<file path="config.mk">
export PLATFORM = sky130hd
export DESIGN_NAME = asr_readout
export DESIGN_NICKNAME = d
export VERILOG_FILES = /design/src/rtl/asr_pkg.sv /design/src/rtl/asr_fifo.sv /design/src/rtl/asr_readout.sv
export SDC_FILE = /design/constraint.sdc
export NUM_CORES = 1
export LEC_CHECK = 0
export ABC_AREA = 1
export BUFFER_PORTS_ARGS = -buffer_cell sky130_fd_sc_hd__buf_2
export CAP_MARGIN = 20
export CORE_MARGIN = 10
export CORE_UTILIZATION = 25
export CTS_CLUSTER_DIAMETER = 200
export DETAILED_ROUTE_END_ITERATION = 10
export PLACE_DENSITY = 0.43
export SLEW_MARGIN = 20
export SYNTH_ARGS = -nofsm -noshare
export SYNTH_HDL_FRONTEND = slang
export SYNTH_SLANG_ARGS = --single-unit
</file>
<file path="constraint.sdc">
create_clock -name i_ref_clk -period 2.4 [get_ports i_ref_clk]
set_input_delay 0.24 -clock i_ref_clk [delete_from_list [all_inputs] [get_ports i_ref_clk]]
set_output_delay 0.24 -clock i_ref_clk [all_outputs]
set_load 0.01 [all_outputs]
</file>
<file path="src/rtl/asr_pkg.sv">
// Shared constants, types and reset values of the serial result readout
// How it works
// - Chip select fall picks clock mode from pin
// - Data pin released while chip select high
// - Data pin shows active-low done flag
// - Finish with chip select high enters sleep
// - External mode: result frozen until first rise
// - External 24th fall starts conversion, data high
// - External chip select rise aborts, restarts conversion
// - Clock mode also picked at power-on end
// - Done flag fall loads static shift register
// - Two-wire external: 24th fall drives data high
// - Float or high clock pin gives internal mode
// - Internal mode: chip select low drives clock low
// - Early chip select rise returns to sleep
// - Internal first rise after status test delay
// - Internal: 24 rises, then data, clock high
// - Internal chip select rise aborts, restarts conversion
// - Clock pin low disables its pull-up
// - Status pulse end re-enables clock pull-up
// - Data bits change on falling clock edges
// - Result sent most significant bit first
// - Internal clock is conversion clock over eight
// - Abort only after first clock rise in data output state; earlier rise returns to sleep
package asr_pkg;

  ////////////////////////////////////////////////////////////////////////////
  // Timing at the 100 MHz reference clock
  localparam int CLK_NS = 10;
  localparam int POR_NS = 1000000;
  localparam int POR_CYC = POR_NS / CLK_NS;
  localparam int TEST_NS = 23000;
  localparam int TEST_CYC = (TEST_NS + CLK_NS - 1) / CLK_NS;
  localparam logic [11:0] TEST_LAST = 12'(TEST_CYC - 1);

  ////////////////////////////////////////////////////////////////////////////
  // Readout framing
  localparam int RES_W = 23;
  localparam int FIFO_D = 32;
  localparam logic [4:0] LAST_BIT = 5'h17;
  localparam logic [2:0] DIV_RISE = 3'h3;
  localparam logic [2:0] DIV_FALL = 3'h7;

  ////////////////////////////////////////////////////////////////////////////
  // Types
  typedef enum logic [2:0]
  {
    ST_POR   = 3'b000,
    ST_CONV  = 3'b001,
    ST_SLEEP = 3'b010,
    ST_WAIT  = 3'b011,
    ST_DATA  = 3'b100
  } asr_state_e_t;

  typedef struct packed
  {
    logic sck;
    logic sck_oe;
    logic sck_pull;
    logic sdo;
    logic sdo_oe;
  } asr_pins_t;

  typedef struct packed
  {
    asr_state_e_t st;
    logic         ext;
    logic [23:0]  sr;
    logic [4:0]   bits;
    logic [4:0]   falls;
    logic [2:0]   div;
    logic [11:0]  tmr;
    logic [16:0]  por;
    logic         start;
    asr_pins_t    pin;
    logic         cs1;
    logic         cs2;
    logic         cs3;
    logic         ck1;
    logic         ck2;
    logic         ck3;
  } asr_core_t;

  // Pull-up on and pins idle high at reset
  localparam asr_core_t CORE_RST = '{st: ST_POR, pin: 5'b00100, cs1: 1'b1, cs2: 1'b1, cs3: 1'b1,
                                     ck1: 1'b1, ck2: 1'b1, ck3: 1'b1, default: '0};

endpackage

</file>
<file path="src/rtl/asr_fifo.sv">
// Result FIFO between the conversion core and the serial readout
module asr_fifo
  import asr_pkg::*;
#(
  parameter int W = 23,
  parameter int D = 32
)
(
  // Clock and reset
  input  wire logic         i_ref_clk,
  input  wire logic         i_rstn,
  // Fill side
  input  wire logic         i_valid,
  input  wire logic [W-1:0] i_data,
  output logic              o_ready,
  // Drain side
  output logic              o_valid,
  output logic [W-1:0]      o_data,
  input  wire logic         i_ready
);

  localparam int AW = $clog2(D);

  typedef struct packed
  {
    logic [AW-1:0] wr;
    logic [AW-1:0] rd;
    logic [AW:0]   cnt;
    logic          rdy;
  } asr_fifo_t;

  asr_fifo_t  s;
  asr_fifo_t  next_s;
  logic [W-1:0] mem [D];
  logic       wr_en;
  logic       rd_en;

  ////////////////////////////////////////////////////////////////////////////
  // Handshakes; ready is registered so the core sees a clean level
  assign wr_en   = i_valid & s.rdy;
  assign rd_en   = o_valid & i_ready;
  assign o_ready = s.rdy;
  assign o_valid = (s.cnt != '0);
  assign o_data  = mem[s.rd];

  // Pointer and count update
  always_comb
  begin
    next_s = s;
    if (wr_en)
      next_s.wr = s.wr + 1'b1;
    if (rd_en)
      next_s.rd = s.rd + 1'b1;
    if (wr_en && !rd_en)
      next_s.cnt = s.cnt + 1'b1;
    else if (rd_en && !wr_en)
      next_s.cnt = s.cnt - 1'b1;
    next_s.rdy = (next_s.cnt != (AW+1)'(D));
  end

  always_ff @(posedge i_ref_clk)
  begin
    if (!i_rstn)
      s <= '{rdy: 1'b1, default: '0};
    else
      s <= next_s;
  end

  // Storage has no reset; only written words are ever read
  always_ff @(posedge i_ref_clk)
  begin
    if (wr_en)
      mem[s.wr] <= i_data;
  end

endmodule

</file>
<file path="src/rtl/asr_readout.sv">
// Serial result readout with clock mode selection and done signalling
module asr_readout
  import asr_pkg::*;
#(
  parameter int P_POR_CYCLES = POR_CYC
)
(
  // Clock and reset
  input  wire logic             i_ref_clk,
  input  wire logic             i_rstn,
  // Serial pins
  input  wire logic             i_cs_n,
  input  wire logic             i_sck,
  output asr_pins_t             o_pins,
  // Conversion core
  input  wire logic             i_res_valid,
  input  wire logic [RES_W-1:0] i_res_data,
  output logic                  o_res_ready,
  output logic                  o_conv_start
);

  asr_core_t        s;
  asr_core_t        next_s;
  logic             fifo_valid;
  logic [RES_W-1:0] fifo_data;
  logic             pop;
  logic             cs_fall;
  logic             cs_rise;
  logic             ck_fall;
  logic             ck_rise;
  logic             mode;

  ////////////////////////////////////////////////////////////////////////////
  // Result buffer; a full buffer stalls the core through o_res_ready
  asr_fifo #(.W(RES_W), .D(FIFO_D)) u_fifo
  (
    .i_ref_clk (i_ref_clk),
    .i_rstn    (i_rstn),
    .i_valid   (i_res_valid),
    .i_data    (i_res_data),
    .o_ready   (o_res_ready),
    .o_valid   (fifo_valid),
    .o_data    (fifo_data),
    .i_ready   (pop)
  );

  ////////////////////////////////////////////////////////////////////////////
  // Edges seen only past the second synchroniser stage
  assign cs_fall = s.cs3 & ~s.cs2;
  assign cs_rise = ~s.cs3 & s.cs2;
  assign ck_fall = s.ck3 & ~s.ck2;
  assign ck_rise = ~s.ck3 & s.ck2;
  // Mode in force this cycle, including a choice made right now
  assign mode    = (cs_fall && s.st != ST_POR) ? ~s.ck2 : s.ext;

  assign o_pins       = s.pin;
  assign o_conv_start = s.start;

  ////////////////////////////////////////////////////////////////////////////
  // Next state
  always_comb
  begin
    next_s = s;
    pop = 1'b0;
    next_s.start = 1'b0;
    // Two-stage synchronisers
    next_s.cs1 = i_cs_n;
    next_s.cs2 = s.cs1;
    next_s.cs3 = s.cs2;
    next_s.ck1 = i_sck;
    next_s.ck2 = s.ck1;
    next_s.ck3 = s.ck2;
    // Shared data pin is driven only while selected
    next_s.pin.sdo_oe = ~s.cs2;
    // Pull-up drops when the pin falls and returns once it is high again
    if (s.ck2)
      next_s.pin.sck_pull = 1'b1;
    else if (ck_fall)
      next_s.pin.sck_pull = 1'b0;
    if (cs_fall && s.st != ST_POR)
      next_s.ext = ~s.ck2;
    // External mode never drives the clock pin
    if (cs_fall && mode)
      next_s.pin.sck_oe = 1'b0;
    if (cs_rise && !s.ext)
      next_s.pin.sck_oe = 1'b0;
    unique case (s.st)
      ST_POR:
      begin
        if (s.por == 17'(P_POR_CYCLES - 1))
        begin
          next_s.ext = ~s.ck2;
          next_s.st = ST_CONV;
          next_s.start = 1'b1;
          next_s.pin.sdo = 1'b1;
        end
        else
          next_s.por = s.por + 17'h1;
      end
      ST_CONV:
      begin
        next_s.pin.sdo = 1'b1;
        if (cs_fall && !mode)
        begin
          next_s.pin.sck = 1'b0;
          next_s.pin.sck_oe = 1'b1;
        end
        if (fifo_valid)
        begin
          // Done flag falls and the word is frozen in one step
          pop = 1'b1;
          next_s.sr = {1'b0, fifo_data};
          next_s.pin.sdo = 1'b0;
          if (s.cs2)
            next_s.st = ST_SLEEP;
          else if (mode)
          begin
            next_s.st = ST_DATA;
            next_s.bits = '0;
            next_s.falls = '0;
          end
          else
          begin
            next_s.st = ST_WAIT;
            next_s.tmr = '0;
            next_s.pin.sck = 1'b0;
            next_s.pin.sck_oe = 1'b1;
          end
        end
      end
      ST_SLEEP:
      begin
        next_s.pin.sdo = 1'b0;
        if (cs_fall && mode)
        begin
          next_s.st = ST_DATA;
          next_s.bits = '0;
          next_s.falls = '0;
        end
        else if (cs_fall)
        begin
          next_s.st = ST_WAIT;
          next_s.tmr = '0;
          next_s.pin.sck = 1'b0;
          next_s.pin.sck_oe = 1'b1;
        end
      end
      ST_WAIT:
      begin
        next_s.pin.sdo = 1'b0;
        if (cs_rise)
        begin
          // Status pulse over: result kept, pull-up restored
          next_s.st = ST_SLEEP;
          next_s.pin.sck_pull = 1'b1;
        end
        else if (s.tmr == TEST_LAST)
        begin
          next_s.st = ST_DATA;
          next_s.bits = '0;
          next_s.div = '0;
        end
        else
          next_s.tmr = s.tmr + 12'h1;
      end
      ST_DATA:
      begin
        next_s.pin.sdo = s.sr[23];
        if (cs_rise)
        begin
          if (s.bits == '0)
            next_s.st = ST_SLEEP;
          else
          begin
            next_s.st = ST_CONV;
            next_s.start = 1'b1;
            next_s.pin.sdo = 1'b1;
          end
        end
        else if (s.ext)
        begin
          // Register stays frozen until the first rise
          if (ck_rise)
            next_s.bits = s.bits + 5'h1;
          if (ck_fall && s.bits != '0)
          begin
            next_s.sr = {s.sr[22:0], 1'b0};
            next_s.pin.sdo = s.sr[22];
            next_s.falls = s.falls + 5'h1;
            if (s.falls == LAST_BIT)
            begin
              next_s.st = ST_CONV;
              next_s.start = 1'b1;
              next_s.pin.sdo = 1'b1;
            end
          end
        end
        else if (s.bits == LAST_BIT + 5'h1)
        begin
          // Last bit held through the 24th rise; data goes high one cycle later
          next_s.st = ST_CONV;
          next_s.start = 1'b1;
          next_s.pin.sdo = 1'b1;
        end
        else
        begin
          // Eight reference cycles per serial clock period
          next_s.div = s.div + 3'h1;
          if (s.div == DIV_RISE)
          begin
            next_s.pin.sck = 1'b1;
            next_s.bits = s.bits + 5'h1;
          end
          if (s.div == DIV_FALL)
          begin
            next_s.pin.sck = 1'b0;
            next_s.sr = {s.sr[22:0], 1'b0};
            next_s.pin.sdo = s.sr[22];
          end
        end
      end
      default:
        next_s.st = ST_POR;
    endcase
  end

  always_ff @(posedge i_ref_clk)
  begin
    if (!i_rstn)
      s <= CORE_RST;
    else
      s <= next_s;
  end
endmodule

</file>
==> flow_metrics.py <==
metrics = {
    "pwr": {
        "power_leakage_uw": 0.0165,
        "peakVddDrop_mv": 0.616,
        "cellPowerDensity_mw_per_mm2": 797,
    },
    "critical_path": {
        "path_cells": "inv_1 -> ha_1 -> nand3_1 -> nand2_1 -> inv_1 -> buf_12 -> nand3_1 -> a21oi_1",
        "end_kind": "flip-flop",
        "rr_worst_depth": 8,
        "required_ns": 3.03,
        "crit_cells": 8,
        "crit_buf_inv": 3,
        "slowest_delay_ns": 0.39,
        "timing.critical_path.from_type": "flip-flop",
        "crit_fanout": 24,
        "cp_top_family": "simple AND/OR/NAND/NOR gates",
        "worstSetupPathType": "reg -> reg",
        "cp.arrival_ns": 2.72,
        "critPathSlowestCell": "dfxtp_1",
    },
    "routing": {
        "drt_iter0_markers": 1861,
        "ant_nets": 0,
        "num_vias": 25700,
        "dr.pass1.iters": 5,
        "drc": 0,
        "routed_via_density": 4.47,
        "wirelength_um": 114000,
        "post_drt_wl_per_cell_um": 19.9,
    },
    "clock_tree": {
        "tritoncts": "done",
        "cts_root_buf": "clkbuf_16",
        "cts_made_buffers": 99,
        "cts.sinks": 840,
        "clockBufferDepth": 3,
        "ctsResizeCount": 0,
        "cts_max_level": 3,
        "clk_pin_slew_worst_paths_ns": 0.06,
        "clock_latency_ns": 0.72,
    },
    "sta": {
        "fin_skew_ns": 0.0368,
        "hold_viol": 0,
        "min_period_ns": 2.09,
        "period_share_pct": 87.2,
        "fmax_mhz": 478,
        "grt_setup_unrepaired": "no",
        "tns_ns": 0,
        "tightest_slew_ns": 0.663,
        "setup_viol": 0,
        "slew_headroom_pct": 55.8,
        "drv_slew": 0,
    },
    "cells_and_area": {
        "final_common_cell": "nand2_1",
        "fin_area_mm2": 0.0433,
        "antenna_cells": 0,
        "final_cell_mix": "1385 x nand2_1, 736 x edfxtp_1, 552 x nand3_1",
        "nFillCells": 15000,
        "post-route-util_pct": 30.1,
        "num-nets-final": 3811,
        "drive_gt1_share_pct": 9.70,
        "synthToLayoutAreaGrowth_pct": 19.0,
    },
    "global_routing": {
        "track_usage_pct": 13.8,
        "grt_pass1_vias": 24700,
        "grt_max_degree": 106,
        "grt_pass1_wl_um": 169000,
        "grt_overflow": 0,
        "antenna_found_initial": 7,
    },
    "synthesis": {
        "ys_seq_area_share_pct": 66.5,
        "ys_warn_count": 0,
        "async_reset_ff_share_pct": 0,
        "synthDistinctLibCells": 38,
        "ys.flop_type": "edfxtp_1",
        "syn_area_per_cell_um2": 9.86,
        "synth_edf_count": 736,
        "synthCells": 3690,
        "syn_area_mm2": 0.0364,
        "ys_seq_elements": 840,
        "synthesis.nets": 3734,
    },
    "floorplan": {
        "die-height_um": 401,
        "fp.dieArea_mm2": 0.161,
        "design.core.area_mm2": 0.144,
        "initial_core_util_pct": 25.3,
        "die_x_um": 401,
        "rows": 139,
        "io-pin-count": 35,
    },
    "hold_path": {
        "min_path_type": "in -> reg",
        "min_path_cells": 1,
    },
    "job": {
        "drv_cap": 0,
    },
    "placed_design": {
        "place_area_mm2": 0.0401,
        "portBuffers": 34,
        "gp_congestion": 0.778,
        "hpwl_um": 66600,
    },
    "outcome": {
        "outcome": "finished clean",
    },
}
cell families after synthesis:
logic type	count (synthesis)	synth area share, %
flops	840	66.5
simple gates	2164	24.8
compound gates	136	1.96
fa+ha+maj	16	0.550
xor+xnor	28	0.674
buf+inv	506	5.54
final timing paths:
path	to	slack (ns)	start
max reg2reg	s[55]	0.31	u_fifo.s[1]
min reg2reg	next_s[0]	0.41	next_s[1]
min	u_fifo.mem[5][6]	0.03	i_res_data[6]
max	s[55]	0.31	u_fifo.s[1]
final cells by class:
| cell class | instances | area, um2 | share of cell area, % |
|---|---|---|---|
| sequential | 840 | 24200 | 55.9 |
| multi-input combinational | 2344 | 10400 | 24.1 |
| clock buffer | 132 | 2700 | 6.24 |
| tap | 1903 | 2380 | 5.50 |
| timing repair buffer | 166 | 1890 | 4.37 |
| inverter | 316 | 1210 | 2.79 |
| clock inverter | 47 | 499 | 1.15 |
power by group:
part           internal [uW]  switching (uW)  leakage (uW)
combinational            956            2120       0.00749
clock                   8760            6180       0.00156
sequential             16300             241       0.00748
total                  26000            8540        0.0165
flip-flops by register name, indices dropped and copies added (netlist names), named ones only:
signal          count
next_s              4
o_conv_start        1
o_pins              5
s                  72
u_fifo.mem        736
u_fifo.o_ready      1
u_fifo.s           16
synth_stat cells, types with 2 or more instances:
library cell | instances | area share (%)
nand2_1 | 1385 | 14
edfxtp_1 | 736 | 61
nand3_1 | 552 | 7.6
inv_1 | 310 | 3.2
nor2_1 | 170 | 1.8
dfxtp_1 | 104 | 5.7
clkbuf_1 | 102 | 1.1
a21oi_1 | 77 | 1.1
buf_2 | 52 | 0.72
o21ai_0 | 44 | 0.61
buf_1 | 26 | 0.27
xor2_1 | 20 | 0.48
ha_1 | 16 | 0.55
nand4_1 | 14 | 0.24
nor3_1 | 11 | 0.15
xnor2_1 | 8 | 0.19
buf_4 | 7 | 0.14
nor2_4 | 7 | 0.22
o211ai_1 | 7 | 0.14
inv_2 | 5 | 0.052
nand2_2 | 5 | 0.086
nor2_2 | 5 | 0.086
or2_2 | 5 | 0.086
buf_6 | 3 | 0.093
nand3_2 | 3 | 0.083
nand2_4 | 2 | 0.062
nand3b_1 | 2 | 0.041
o21ai_1 | 2 | 0.028
repair_timing:
action                                 CTS  global route
hold buffers                             2             0
endpoints found under the hold margin    2             0
setup endpoints to repair                0             7
buffers inserted                         0             1
layer usage:
metal	GRT usage [%]	vias up	wire length (um)
li1	-	12400	-
met1	18.8	12600	53400
met2	22.8	506	53900
met3	2.31	153	4820
met4	2.82	10	1970
met5	0	-	64
stage by stage:
| stage | hold slack [ns] | total power (uW) | std cells | setup WS [ns] |
|---|---|---|---|---|
| final | 0.0325 | 34500 | 5748 | 0.306 |
| after detailed placement | 0.402 | 19900 | 5566 | 0.207 |
| after global routing | 0.0510 | 36000 | 5748 | 0.103 |
| after global placement | 0.397 | 19900 | 5566 | 0.210 |
| after floorplan | 0.339 | 18800 | 3690 | 0.156 |
| after CTS | 0.0000702 | 34900 | 5747 | 0.191 |
Power figures use the tool's default switching activity.
